===== config.mk =====
export PLATFORM = sky130hd
export DESIGN_NAME = bfiu_top
export DESIGN_NICKNAME = d
export VERILOG_FILES = /design/src/hdl/bfiu_pkg.sv /design/src/hdl/bfiu_alu_if.sv /design/src/hdl/bfiu_alu.sv /design/src/hdl/bfiu_top.sv
export VERILOG_INCLUDE_DIRS = /design/src /design/src/hdl
export SDC_FILE = /design/constraint.sdc
export NUM_CORES = 1
export LEC_CHECK = 0
export BUFFER_PORTS_ARGS = -buffer_cell sky130_fd_sc_hd__clkbuf_2
export CAP_MARGIN = 5
export CORE_ASPECT_RATIO = 0.5
export CORE_MARGIN = 1.5
export CORE_UTILIZATION = 40
export CTS_CLUSTER_DIAMETER = 150
export DETAILED_ROUTE_END_ITERATION = 10
export SLEW_MARGIN = 15
export SYNTH_ARGS = -nofsm -noshare
export SYNTH_HDL_FRONTEND = slang
export SYNTH_SLANG_ARGS = --single-unit

===== constraint.sdc =====
create_clock -name sys_clk -period 2.2 [get_ports sys_clk]
set_input_delay 0.33 -clock sys_clk [delete_from_list [all_inputs] [get_ports sys_clk]]
set_output_delay 0.33 -clock sys_clk [all_outputs]
set_load 0.01 [all_outputs]

===== src/hdl/bfiu_regs.svh =====
// Register offsets, field positions, reset values and cycle counts of the bit/flag unit
`ifndef BFIU_REGS_SVH
`define BFIU_REGS_SVH

// Byte offsets on the register bus
`define BFIU_CMD_OFS       8'h00
`define BFIU_OPERAND_OFS   8'h04
`define BFIU_IOVAL_OFS     8'h08
`define BFIU_STATUS_OFS    8'h0c
`define BFIU_STATE_OFS     8'h10

// Command word fields
`define BFIU_CMD_OP_LSB    0
`define BFIU_CMD_OP_MSB    4
`define BFIU_CMD_BIT_LSB   8
`define BFIU_CMD_BIT_MSB   10
`define BFIU_CMD_SRAM_BIT  12
`define BFIU_CMD_EXT_BIT   13

// State word fields
`define BFIU_ST_CYC_LSB    0
`define BFIU_ST_CYC_MSB    3
`define BFIU_ST_EXT_BIT    4
`define BFIU_ST_BUSY_BIT   31

// Status flag positions
`define BFIU_FLAG_C        0
`define BFIU_FLAG_Z        1
`define BFIU_FLAG_N        2
`define BFIU_FLAG_V        3
`define BFIU_FLAG_S        4
`define BFIU_FLAG_H        5
`define BFIU_FLAG_T        6
`define BFIU_FLAG_I        7

// Reset values
`define BFIU_OPERAND_RST   8'h00
`define BFIU_IOVAL_RST     8'h00
`define BFIU_STATUS_RST    8'h00

// Cycle counts
`define BFIU_BASE_CYCLES   4'h1
`define BFIU_SRAM_EXTRA    4'h1

// Bus responses
`define BFIU_RESP_OKAY     2'h0
`define BFIU_RESP_SLVERR   2'h2

`endif


===== src/hdl/bfiu_pkg.sv =====
// Types and shared helpers of the bit/flag unit
package bfiu_pkg;

  typedef enum logic [4:0] {
    op_no_operation, op_rotate_left_carry, op_rotate_right_carry, op_arith_shift_right,
    op_nibble_swap, op_generic_flag_raise, op_generic_flag_lower, op_io_bit_raise,
    op_io_bit_lower, op_bit_to_transfer_flag, op_transfer_flag_to_bit,
    op_overflow_flag_raise, op_overflow_flag_lower, op_half_carry_raise,
    op_half_carry_lower, op_signed_flag_raise, op_signed_flag_lower, op_carry_raise,
    op_carry_lower, op_negative_raise, op_negative_lower, op_zero_raise, op_zero_lower,
    op_global_irq_on, op_global_irq_off, op_transfer_raise, op_transfer_lower,
    op_break_point, op_sleep_enter, op_watchdog_restart
  } bfiu_op_type;

  typedef enum logic [0:0] {st_idle, st_exec} bfiu_state_type;

  // Put one bit of a byte, all others kept
  function automatic logic [7:0] bit_put(input logic [7:0] v, input logic [2:0] idx,
                                         input logic b);
    logic [7:0] r;
    r = v;
    r[idx] = b;
    return r;
  endfunction

endpackage


===== src/hdl/bfiu_alu_if.sv =====
// Operand and result bundle between the sequencer and the execution logic
`timescale 1ns/1ns
interface bfiu_alu_if;
  bfiu_pkg::bfiu_op_type op;
  logic [2:0]            bit_sel;
  logic [7:0]            operand;
  logic [7:0]            io_val;
  logic [7:0]            flags_in;
  logic [7:0]            res;
  logic [7:0]            io_res;
  logic [7:0]            flags_out;

  modport core (output op, bit_sel, operand, io_val, flags_in,
                input  res, io_res, flags_out);
  modport alu  (input  op, bit_sel, operand, io_val, flags_in,
                output res, io_res, flags_out);
endinterface


===== src/hdl/bfiu_alu.sv =====
// Combinational execution of the bit, shift and flag instructions
`timescale 1ns/1ns
`include "bfiu_regs.svh"
module bfiu_alu
(
  bfiu_alu_if.alu a
);

  // Common flag update of the shift group; V = N ^ C, S = N ^ V
  function automatic logic [7:0] shift_flags(input logic [7:0] f, input logic [7:0] r,
                                             input logic c);
    logic [7:0] o;
    o = f;
    o[`BFIU_FLAG_C] = c;
    o[`BFIU_FLAG_Z] = (r == 8'h00);
    o[`BFIU_FLAG_N] = r[7];
    o[`BFIU_FLAG_V] = r[7] ^ c;
    o[`BFIU_FLAG_S] = r[7] ^ (r[7] ^ c);
    return o;
  endfunction

  // Defaults keep everything; each op touches only what it owns
  always_comb
  begin
    a.res       = a.operand;
    a.io_res    = a.io_val;
    a.flags_out = a.flags_in;
    case (a.op)
      bfiu_pkg::op_rotate_left_carry:
      begin
        a.res       = {a.operand[6:0], a.flags_in[`BFIU_FLAG_C]};
        a.flags_out = shift_flags(a.flags_in, {a.operand[6:0], a.flags_in[`BFIU_FLAG_C]},
                                  a.operand[7]);
        a.flags_out[`BFIU_FLAG_H] = a.operand[3];
      end
      bfiu_pkg::op_rotate_right_carry:
      begin
        a.res       = {a.flags_in[`BFIU_FLAG_C], a.operand[7:1]};
        a.flags_out = shift_flags(a.flags_in, {a.flags_in[`BFIU_FLAG_C], a.operand[7:1]},
                                  a.operand[0]);
      end
      bfiu_pkg::op_arith_shift_right:
      begin
        a.res       = {a.operand[7], a.operand[7:1]};
        a.flags_out = shift_flags(a.flags_in, {a.operand[7], a.operand[7:1]}, a.operand[0]);
      end
      bfiu_pkg::op_nibble_swap:          a.res = {a.operand[3:0], a.operand[7:4]};
      bfiu_pkg::op_generic_flag_raise:   a.flags_out = bfiu_pkg::bit_put(a.flags_in, a.bit_sel, 1'b1);
      bfiu_pkg::op_generic_flag_lower:   a.flags_out = bfiu_pkg::bit_put(a.flags_in, a.bit_sel, 1'b0);
      bfiu_pkg::op_io_bit_raise:         a.io_res = bfiu_pkg::bit_put(a.io_val, a.bit_sel, 1'b1);
      bfiu_pkg::op_io_bit_lower:         a.io_res = bfiu_pkg::bit_put(a.io_val, a.bit_sel, 1'b0);
      bfiu_pkg::op_bit_to_transfer_flag: a.flags_out[`BFIU_FLAG_T] = a.operand[a.bit_sel];
      bfiu_pkg::op_transfer_flag_to_bit:
        a.res = bfiu_pkg::bit_put(a.operand, a.bit_sel, a.flags_in[`BFIU_FLAG_T]);
      bfiu_pkg::op_overflow_flag_raise:  a.flags_out[`BFIU_FLAG_V] = 1'b1;
      bfiu_pkg::op_overflow_flag_lower:  a.flags_out[`BFIU_FLAG_V] = 1'b0;
      bfiu_pkg::op_half_carry_raise:     a.flags_out[`BFIU_FLAG_H] = 1'b1;
      bfiu_pkg::op_half_carry_lower:     a.flags_out[`BFIU_FLAG_H] = 1'b0;
      bfiu_pkg::op_signed_flag_raise:    a.flags_out[`BFIU_FLAG_S] = 1'b1;
      bfiu_pkg::op_signed_flag_lower:    a.flags_out[`BFIU_FLAG_S] = 1'b0;
      bfiu_pkg::op_carry_raise:          a.flags_out[`BFIU_FLAG_C] = 1'b1;
      bfiu_pkg::op_carry_lower:          a.flags_out[`BFIU_FLAG_C] = 1'b0;
      bfiu_pkg::op_negative_raise:       a.flags_out[`BFIU_FLAG_N] = 1'b1;
      bfiu_pkg::op_negative_lower:       a.flags_out[`BFIU_FLAG_N] = 1'b0;
      bfiu_pkg::op_zero_raise:           a.flags_out[`BFIU_FLAG_Z] = 1'b1;
      bfiu_pkg::op_zero_lower:           a.flags_out[`BFIU_FLAG_Z] = 1'b0;
      bfiu_pkg::op_global_irq_on:        a.flags_out[`BFIU_FLAG_I] = 1'b1;
      bfiu_pkg::op_global_irq_off:       a.flags_out[`BFIU_FLAG_I] = 1'b0;
      bfiu_pkg::op_transfer_raise:       a.flags_out[`BFIU_FLAG_T] = 1'b1;
      bfiu_pkg::op_transfer_lower:       a.flags_out[`BFIU_FLAG_T] = 1'b0;
      default:                           a.res = a.operand; // No-op, break, sleep, restart
    endcase
  end

endmodule // bfiu_alu


===== src/hdl/bfiu_top.sv =====
// Bit and flag instruction unit behind an AXI4-Lite register slave
//
// Our own choices: the register addresses and register access over AXI4-Lite.
`timescale 1ns/1ns
`include "bfiu_regs.svh"
module bfiu_top
(
  input  wire  logic        sys_clk,
  input  wire  logic        reset,
  input  wire  logic [7:0]  s_axi_awaddr,
  input  wire  logic        s_axi_awvalid,
  output logic              s_axi_awready,
  input  wire  logic [31:0] s_axi_wdata,
  input  wire  logic [3:0]  s_axi_wstrb,
  input  wire  logic        s_axi_wvalid,
  output logic              s_axi_wready,
  output logic [1:0]        s_axi_bresp,
  output logic              s_axi_bvalid,
  input  wire  logic        s_axi_bready,
  input  wire  logic [7:0]  s_axi_araddr,
  input  wire  logic        s_axi_arvalid,
  output logic              s_axi_arready,
  output logic [31:0]       s_axi_rdata,
  output logic [1:0]        s_axi_rresp,
  output logic              s_axi_rvalid,
  input  wire  logic        s_axi_rready
);

  // Byte-lane merge of a bus write into a register image
  function automatic logic [31:0] lane_merge(input logic [31:0] old, input logic [31:0] nw,
                                             input logic [3:0] strb);
    logic [31:0] r;
    r = old;
    for (int i = 0; i < 4; i++)
      if (strb[i])
        r[i*8 +: 8] = nw[i*8 +: 8];
    return r;
  endfunction

  bfiu_alu_if alu_bus ();

  logic                      awready_r,  awready_nxt;
  logic                      wready_r,   wready_nxt;
  logic                      bvalid_r,   bvalid_nxt;
  logic [1:0]                bresp_r,    bresp_nxt;
  logic                      arready_r,  arready_nxt;
  logic                      rvalid_r,   rvalid_nxt;
  logic [1:0]                rresp_r,    rresp_nxt;
  logic [31:0]               rdata_r,    rdata_nxt;
  logic                      aw_full_r,  aw_full_nxt;
  logic [7:0]                awaddr_r,   awaddr_nxt;
  logic                      w_full_r,   w_full_nxt;
  logic [31:0]               wdata_r,    wdata_nxt;
  logic [3:0]                wstrb_r,    wstrb_nxt;
  bfiu_pkg::bfiu_op_type     op_r,       op_nxt;
  logic [2:0]                bit_r,      bit_nxt;
  logic                      sram_r,     sram_nxt;
  logic                      ext_r,      ext_nxt;
  logic [7:0]                operand_r,  operand_nxt;
  logic [7:0]                ioval_r,    ioval_nxt;
  logic [7:0]                flag_r,     flag_nxt;
  bfiu_pkg::bfiu_state_type  state_r,    state_nxt;
  logic [3:0]                cnt_r,      cnt_nxt;
  logic [3:0]                cycles_r,   cycles_nxt;
  logic                      uncount_r,  uncount_nxt;
  logic                      wr_fire;
  logic                      commit;
  logic                      cmd_go;
  logic [31:0]               cmd_img;
  logic [31:0]               wr_val;
  logic [31:0]               state_img;

  // Operands to the execution logic
  assign alu_bus.op       = op_r;
  assign alu_bus.bit_sel  = bit_r;
  assign alu_bus.operand  = operand_r;
  assign alu_bus.io_val   = ioval_r;
  assign alu_bus.flags_in = flag_r;

  bfiu_alu u_alu
  (
    .a (alu_bus.alu)
  );

  // Register images as seen by the bus
  assign cmd_img = {18'h0, ext_r, sram_r, 1'b0, bit_r, 3'h0, op_r};
  assign state_img = {(state_r == bfiu_pkg::st_exec), 26'h0, uncount_r, cycles_r};
  assign wr_fire = aw_full_r && w_full_r && !bvalid_r;
  assign commit  = (state_r == bfiu_pkg::st_exec) && (cnt_r == 4'h0);
  assign cmd_go  = wr_fire && (awaddr_r == `BFIU_CMD_OFS) && (state_r == bfiu_pkg::st_idle);

  // Write address and data are taken apart, in either order, then joined
  always_comb
  begin
    awready_nxt = awready_r;
    wready_nxt  = wready_r;
    aw_full_nxt = aw_full_r;
    awaddr_nxt  = awaddr_r;
    w_full_nxt  = w_full_r;
    wdata_nxt   = wdata_r;
    wstrb_nxt   = wstrb_r;
    bvalid_nxt  = bvalid_r;
    bresp_nxt   = bresp_r;
    if (s_axi_awvalid && awready_r)
    begin
      aw_full_nxt = 1'b1;
      awaddr_nxt  = s_axi_awaddr;
      awready_nxt = 1'b0;
    end
    if (s_axi_wvalid && wready_r)
    begin
      w_full_nxt = 1'b1;
      wdata_nxt  = s_axi_wdata;
      wstrb_nxt  = s_axi_wstrb;
      wready_nxt = 1'b0;
    end
    if (wr_fire)
    begin
      aw_full_nxt = 1'b0;
      w_full_nxt  = 1'b0;
      bvalid_nxt  = 1'b1;
      bresp_nxt   = (awaddr_r > `BFIU_STATE_OFS || awaddr_r[1:0] != 2'h0) ?
                    `BFIU_RESP_SLVERR : `BFIU_RESP_OKAY;
    end
    if (bvalid_r && s_axi_bready)
    begin
      bvalid_nxt  = 1'b0;
      awready_nxt = 1'b1;
      wready_nxt  = 1'b1;
    end
  end

  // Read side: one read in flight, answer one edge after the address
  always_comb
  begin
    arready_nxt = arready_r;
    rvalid_nxt  = rvalid_r;
    rdata_nxt   = rdata_r;
    rresp_nxt   = rresp_r;
    if (s_axi_arvalid && arready_r)
    begin
      arready_nxt = 1'b0;
      rvalid_nxt  = 1'b1;
      rresp_nxt   = `BFIU_RESP_OKAY;
      case (s_axi_araddr)
        `BFIU_CMD_OFS:     rdata_nxt = cmd_img;
        `BFIU_OPERAND_OFS: rdata_nxt = {24'h0, operand_r};
        `BFIU_IOVAL_OFS:   rdata_nxt = {24'h0, ioval_r};
        `BFIU_STATUS_OFS:  rdata_nxt = {24'h0, flag_r};
        `BFIU_STATE_OFS:   rdata_nxt = state_img;
        default:
        begin
          rdata_nxt = 32'h0;
          rresp_nxt = `BFIU_RESP_SLVERR;
        end
      endcase
    end
    if (rvalid_r && s_axi_rready)
    begin
      rvalid_nxt  = 1'b0;
      arready_nxt = 1'b1;
    end
  end

  // Command sequencing; software writes while busy are dropped so a commit never races them
  always_comb
  begin
    wr_val      = 32'h0;
    op_nxt      = op_r;
    bit_nxt     = bit_r;
    sram_nxt    = sram_r;
    ext_nxt     = ext_r;
    operand_nxt = operand_r;
    ioval_nxt   = ioval_r;
    flag_nxt    = flag_r;
    state_nxt   = state_r;
    cnt_nxt     = cnt_r;
    cycles_nxt  = cycles_r;
    uncount_nxt = uncount_r;
    case (state_r)
      bfiu_pkg::st_idle:
      begin
        if (wr_fire)
        begin
          case (awaddr_r)
            `BFIU_CMD_OFS:
            begin
              wr_val   = lane_merge(cmd_img, wdata_r, wstrb_r);
              op_nxt   = bfiu_pkg::bfiu_op_type'(wr_val[`BFIU_CMD_OP_MSB:`BFIU_CMD_OP_LSB]);
              bit_nxt  = wr_val[`BFIU_CMD_BIT_MSB:`BFIU_CMD_BIT_LSB];
              sram_nxt = wr_val[`BFIU_CMD_SRAM_BIT];
              ext_nxt  = wr_val[`BFIU_CMD_EXT_BIT];
              // Base count, one more for internal static RAM
              cnt_nxt  = `BFIU_BASE_CYCLES - 4'h1 +
                         (wr_val[`BFIU_CMD_SRAM_BIT] ? `BFIU_SRAM_EXTRA : 4'h0);
              state_nxt = bfiu_pkg::st_exec;
            end
            `BFIU_OPERAND_OFS:
            begin
              wr_val      = lane_merge({24'h0, operand_r}, wdata_r, wstrb_r);
              operand_nxt = wr_val[7:0];
            end
            `BFIU_IOVAL_OFS:
            begin
              wr_val    = lane_merge({24'h0, ioval_r}, wdata_r, wstrb_r);
              ioval_nxt = wr_val[7:0];
            end
            `BFIU_STATUS_OFS:
            begin
              wr_val   = lane_merge({24'h0, flag_r}, wdata_r, wstrb_r);
              flag_nxt = wr_val[7:0];
            end
            default: wr_val = 32'h0;
          endcase
        end
      end
      bfiu_pkg::st_exec:
      begin
        if (cnt_r == 4'h0)
        begin
          operand_nxt = alu_bus.res;
          ioval_nxt   = alu_bus.io_res;
          flag_nxt    = alu_bus.flags_out;
          cycles_nxt  = `BFIU_BASE_CYCLES + (sram_r ? `BFIU_SRAM_EXTRA : 4'h0);
          uncount_nxt = ext_r; // External access: the count above does not hold
          state_nxt   = bfiu_pkg::st_idle;
        end
        else
          cnt_nxt = cnt_r - 4'h1;
      end
      default: state_nxt = bfiu_pkg::st_idle;
    endcase
  end

  // All state registers
  always_ff @(posedge sys_clk)
  begin
    if (reset)
    begin
      awready_r <= 1'b1;
      wready_r  <= 1'b1;
      bvalid_r  <= 1'b0;
      bresp_r   <= `BFIU_RESP_OKAY;
      arready_r <= 1'b1;
      rvalid_r  <= 1'b0;
      rresp_r   <= `BFIU_RESP_OKAY;
      rdata_r   <= 32'h0;
      aw_full_r <= 1'b0;
      awaddr_r  <= 8'h00;
      w_full_r  <= 1'b0;
      wdata_r   <= 32'h0;
      wstrb_r   <= 4'h0;
      op_r      <= bfiu_pkg::op_no_operation;
      bit_r     <= 3'h0;
      sram_r    <= 1'b0;
      ext_r     <= 1'b0;
      operand_r <= `BFIU_OPERAND_RST;
      ioval_r   <= `BFIU_IOVAL_RST;
      flag_r    <= `BFIU_STATUS_RST;
      state_r   <= bfiu_pkg::st_idle;
      cnt_r     <= 4'h0;
      cycles_r  <= 4'h0;
      uncount_r <= 1'b0;
    end
    else
    begin
      awready_r <= awready_nxt;
      wready_r  <= wready_nxt;
      bvalid_r  <= bvalid_nxt;
      bresp_r   <= bresp_nxt;
      arready_r <= arready_nxt;
      rvalid_r  <= rvalid_nxt;
      rresp_r   <= rresp_nxt;
      rdata_r   <= rdata_nxt;
      aw_full_r <= aw_full_nxt;
      awaddr_r  <= awaddr_nxt;
      w_full_r  <= w_full_nxt;
      wdata_r   <= wdata_nxt;
      wstrb_r   <= wstrb_nxt;
      op_r      <= op_nxt;
      bit_r     <= bit_nxt;
      sram_r    <= sram_nxt;
      ext_r     <= ext_nxt;
      operand_r <= operand_nxt;
      ioval_r   <= ioval_nxt;
      flag_r    <= flag_nxt;
      state_r   <= state_nxt;
      cnt_r     <= cnt_nxt;
      cycles_r  <= cycles_nxt;
      uncount_r <= uncount_nxt;
    end
  end

  // Bus outputs straight from flops
  assign s_axi_awready = awready_r;
  assign s_axi_wready  = wready_r;
  assign s_axi_bvalid  = bvalid_r;
  assign s_axi_bresp   = bresp_r;
  assign s_axi_arready = arready_r;
  assign s_axi_rvalid  = rvalid_r;
  assign s_axi_rresp   = rresp_r;
  assign s_axi_rdata   = rdata_r;
endmodule // bfiu_top


Word-level counts from Yosys, hierarchy flattened
Index checks and enable logic that the tools add are counted.
{"block": "totals", "ff_bits": 111, "latchBits": 0, "ramBits": 0, "mem_bits_ro": 0, "input_bits": 59, "out_inout_bits": 41, "wordCells": 186, "n_memories": 0}
{"block": "op_classes", "addsub": 2, "multipliers": 0, "n_div": 0, "n_lt_le_gt_ge": 3, "n_eq_ne": 54, "shift": 0, "n_mux": 45, "bitwise_logic": 12, "reduce_logical": 38}
{"operator": "32-bit case mux with 5 select lines", "count": 1}
{"operator": "8-bit two-way mux", "count": 10}
{"operator": "8-bit case mux with 2 select lines", "count": 4}
{"operator": "5-bit == test (second input constant)", "count": 11}
{"operator": "5-bit AND reduction", "count": 10}
{"operator": "5-bit by 4-bit == test with 1-bit output (second input constant)", "count": 8}
{"operator": "8-bit zero test", "count": 5}
{"operator": "8-bit case mux with 5 select lines", "count": 1}
{"operator": "8-bit by 4-bit == test with 1-bit output (second input constant)", "count": 4}
{"operator": "8-bit by 1-bit != test with 1-bit output (second input constant)", "count": 4}
{"operator": "1-bit case mux with 7 select lines", "count": 4}
{"operator": "6-bit two-way mux", "count": 4}
{"operator": "5-bit by 3-bit == test with 1-bit output (second input constant)", "count": 4}
{"operator": "6-bit by 1-bit != test with 1-bit output (second input constant)", "count": 3}
{"operator": "8-bit bitwise AND", "count": 2}
{"operator": "8-bit by 3-bit == test with 1-bit output (second input constant)", "count": 2}
{"operator": "8-bit bitwise OR", "count": 2}
{"operator": "4-bit two-way mux", "count": 3}
{"operator": "5-bit by 2-bit == test with 1-bit output (second input constant)", "count": 2}
{"operator": "2-bit != test (second input constant)", "count": 5}
{"operator": "5-bit by 1-bit != test with 1-bit output (second input constant)", "count": 2}
{"operator": "1-bit case mux with 5 select lines", "count": 2}
{"operator": "8-bit bitwise mux", "count": 1}
{"operator": "8-bit by 5-bit == test with 1-bit output (second input constant)", "count": 1}
{"operator": "32 further kinds", "count": 59}

Longest topological paths before layout
{"block": "depth", "ltp_word": 9, "ltp_mapped": 9, "ltp_nobuf": 7}

By module
From an unflattened synthesis, not the netlist that was laid out.
{"block": "unflattened", "hier_cells": 668, "hier_area_um2": 5411.4}
{"mod": "bfiu_top", "n_inst": 1, "cells_per_inst": 453, "area_per_inst_um2": 4166.5, "seq_area_each_um2": 1761.7}
{"mod": "bfiu_alu", "n_inst": 1, "cells_per_inst": 215, "area_per_inst_um2": 1244.9, "seq_area_each_um2": 0.0}

Worst setup path after synthesis
OpenSTA, ideal clock, no wires.
{"block": "synth_path", "path_type": "in2reg", "startpoint": "in s_axi_araddr[1]", "endpoint": "reg rdata_r[5] (netlist: s_axi_rdata[5])", "setup_time_ps": 79, "arrival_ps": 1811, "required_time_ps": 2121, "setup_slack_ps": 309, "cell_stages": 5, "n_path_buf": 0, "path_cell_list": "or4_4 nor4_4 nor2_2 or3_4 a22oi_1"}
{"block": "synth_via", "elab_chain_len": 2, "word_cells_on_any_way": 6, "classes_between": "4 x eq/ne; 1 x mux; 1 x reduce/logical"}
{"element": "from (decl)", "line": "bfiu_top.sv:20", "text": "input wire logic [7:0] s_axi_araddr,"}
{"element": "8-bit by 5-bit == test with 1-bit output (tied with other cells)", "line": "bfiu_top.sv:145", "text": "case (s_axi_araddr)"}
{"element": "32-bit case mux with 5 select lines *", "line": "bfiu_top.sv:145"}
{"element": "to (signal assigned)", "line": "bfiu_top.sv:274", "text": "rdata_r <= rdata_nxt;"}
{"element": "to (decl)", "line": "bfiu_top.sv:49", "text": "logic [31:0] rdata_r, rdata_nxt;"}
Every way passes the cells marked *; elsewhere a longest branch is shown, timed or not.
A chain may end at the register's enable or synchronous reset.

Worst setup path after layout
{"block": "layout_path", "startpoint": "reg op_r[0] (netlist: alu_bus.op[0])", "endpoint": "reg operand_r[4] (netlist: alu_bus.operand[4])"}
{"block": "layout_via", "elab_chain_len": 4, "word_cells_on_any_way": 10, "classes_between": "6 x eq/ne; 3 x mux; 1 x reduce/logical"}
{"element": "from (decl)", "line": "bfiu_top.sv:55", "text": "bfiu_pkg::bfiu_op_type op_r, op_nxt;"}
{"element": "from (signal assigned)", "line": "bfiu_top.sv:253", "text": "op_r <= bfiu_pkg::op_no_operation;"}
{"element": "from (signal assigned)", "line": "bfiu_top.sv:280", "text": "op_r <= op_nxt;"}
{"element": "5-bit by 4-bit == test with 1-bit output (tied with other cells)", "line": "bfiu_alu.sv:28", "text": "case (a.op)"}
{"element": "8-bit case mux with 5 select lines", "line": "bfiu_alu.sv:28"}
{"element": "8-bit two-way mux", "line": "bfiu_top.sv:219", "text": "if (cnt_r == 4'h0)"}
{"element": "8-bit case mux with 2 select lines", "line": "bfiu_top.sv:180", "text": "case (state_r)"}
{"element": "to (signal assigned)", "line": "bfiu_top.sv:257", "text": "operand_r <= `BFIU_OPERAND_RST;"}
{"element": "to (signal assigned)", "line": "bfiu_top.sv:284", "text": "operand_r <= operand_nxt;"}
{"element": "to (decl)", "line": "bfiu_top.sv:59", "text": "logic [7:0] operand_r, operand_nxt;"}
Parallel ways exist; a longest one is shown, timed or not. The select of a mux whose other input is x is not followed.

==> flow_summary.ini <==
[outcome]
status = complete, no violations

[floorplan]
row_count = 30
die_x_um = 170
io_pins = 100
die-area_um2 = 14700
start_util = 0.411
coreArea_um2 = 13600
die_height_um = 86.4

[synth]
yosys.area.top_type_share = 0.316
synth_area_leader_cell = dfxtp_1
ys_types = 85
synth_seq_cells = 88
syn_avg_cell_area_um2 = 8.08
synth_edf_count = 0
synthTopCellsByArea = dfxtp_1 (32%), a21oi_1 (5.8%), nand2_1 (5.7%)
syn_inst = 689
ys.flop_type = dfxtp_1
yosysSeqAreaShare = 0.316
synth_area_um2 = 5570
ys_warn_count = 0
synthArstFlopShare = 0

[clock_network]
ctsHoldBuffers = 0
clkTransAtPathRegs_ps = 70
cts_buffer_depth = 2
root_buffer = clkbuf_16
cts-buffers-inserted = 9
clock_latency_ps = 340
postCtsSetupBuffers = 0
clock-sinks = 88
cts_tree = built
htreeDepth = 3

[routing]
firstDrtPassIters = 7
drc = 0
routed_wirelength_um = 16800
vias = 5462
drt-vias-per-instance = 5.77
avgRoutedWirePerCell_um = 17.8
drt_iter0_markers = 690
antenna_left = 0

[setup_path]
r2r-start = alu_bus.op[0]
cp_max_fo = 14
startpoint_type = flip-flop
startpoint = alu_bus.op[0]
worst_setup_path_end_kind = flip-flop
arrival_ps = 2300
critical_path_class = reg -> reg
crit_required_ps = 2420
rrSetupSlack_ps = 120

[place]
routabilityCongestion = 0.941
dpl_cell_area_um2 = 6150
dp_hpwl_um = 12100
io_buffers = 58

[timing]
finalSetupViolations = 0
tightest_slew_ps = 589
min_period_ps = 2080
final_hold_viol_count = 0
fmax_mhz = 481
rsz0062_at_grt = false
finalMaxSlewViolations = 0
slew_headroom = 0.603
fin_crit_sh = 0.945
clock_skew_ps = 8.10

[cells_and_area]
n_fill_cell = 1344
area_growth_pct = 16.7
stdcell_area_um2 = 6500
diodes = 0
mostFrequentLayoutCells = nand2_1 (85), dfxtp_1 (85), a21oi_1 (65), clkbuf_2 (57), nor2_1 (53)
layout.nets = 811
drive_gt1_frac = 0.226

[job]
cap_viol_max_count = 0

[pwr]
p_total_mw = 3.69
p_per_area_nw_per_um2 = 568
p_leak_nw = 2.43
peakVddDrop_mv = 0.447

[global_routing]
grt_max_degree = 35
antenna_found_initial = 0
grt_overflow = 0
grt_pass1_vias = 4853
grt_pass1_wl_um = 26600
grt_util_all_layers = 0.232

[min_path]
hold_start = s_axi_wvalid
hold_path.class = in -> reg
## kinds of logic after synthesis
kind of cell	Yosys count	synth area share
xor gates and xnor gates	7	0.0110
buffers and inverters	98	0.0917
muxes	34	0.0629
AOI/OAI and AO/OA	197	0.248
DFF	88	0.316
and+or+nand+nor	262	0.265
other	1	0.000674
adders and majority gates	2	0.00449
## per-layer routing
layer / GRT usage / share of wire
met3: 0.0589 / 0.087
met5: 0 / 0
met1: 0.336 / 0.48
met2: 0.345 / 0.42
met4: 0.0547 / 0.017
## worst max-delay path, cell delays in order (launching register included)
cell and delay (ps):
dfxtp_2 390, buf_4 170, or3b_2 480, a31oi_1 200, o21ai_1 110, buf_4 200
o41ai_1 400
## final timing paths
check	end	cells past startpoint
worst max-delay path	alu_bus.operand[4]	6
worst min-delay path	s_axi_wready	2
worst max register to register	alu_bus.operand[4]	6
worst min register to register	s_axi_rdata[2]	2
## repair_timing
action	CTS	global route
endpoints found under the setup margin	1	10
pin swaps	0	0
gates resized for setup	1	4
## synth_stat cells (all sizes together), types with 4 or more instances
cell / number
nand2: 87
nor2: 55
mux2: 8
a311oi: 13
a221oi: 8
a22oi: 12
a31oi: 5
nor4b: 6
a211o: 4
and3: 4
nand3b: 12
a21oi: 66
and2: 4
or3b: 5
nor4: 7
nor3b: 8
nor3: 11
o41ai: 10
o21ai: 24
nand2b: 8
nor2b: 8
a221o: 12
xnor2: 5
o211ai: 4
inv: 17
a211oi: 9
nand3: 21
clkbuf: 34
mux2i: 26
a222oi: 4
dfxtp: 88
nand4: 5
buf: 47
## through the flow
step                      setup WS [ps]  std cells  hold slack (ps)  utilization  TNS, ps
after floorplan                     309        708              430            -        0
after global placement             89.2        931              440        0.454        0
after detailed placement          -30.6        931              442        0.454    -54.2
after CTS                           107        947              188        0.479        0
after global routing               2.64        947              212        0.480        0
final                               121        947              196        0.480        0
## power by group
group | total, mW | switching [mW] | internal (mW)
clock network | 1.72 | 0.713 | 1.01
registers | 1.68 | 0.0470 | 1.63
logic | 0.286 | 0.181 | 0.106
total | 3.69 | 0.941 | 2.75
## layout make-up
class | count | area [um^2] | share of cell area
Multi-Input combinational cell | 522 | 3380 | 0.520
Sequential cell | 88 | 1770 | 0.272
Timing Repair Buffer | 112 | 721 | 0.111
Tap cell | 192 | 240 | 0.0370
Clock buffer | 9 | 225 | 0.0347
Clock inverter | 7 | 101 | 0.0156
Inverter | 17 | 63.8 | 0.00982
## flip-flops by register name, summed over array words and instances (netlist names), 2 cells and up, named ones only
register and count:
cycles_r 2, awaddr_r 8, alu_bus.operand 8, wstrb_r 2, alu_bus.op 5, cnt_r 4, s_axi_rdata 14, wdata_r 13
alu_bus.bit_sel 3, alu_bus.flags_in 8
(Power assumes the default switching activity.)
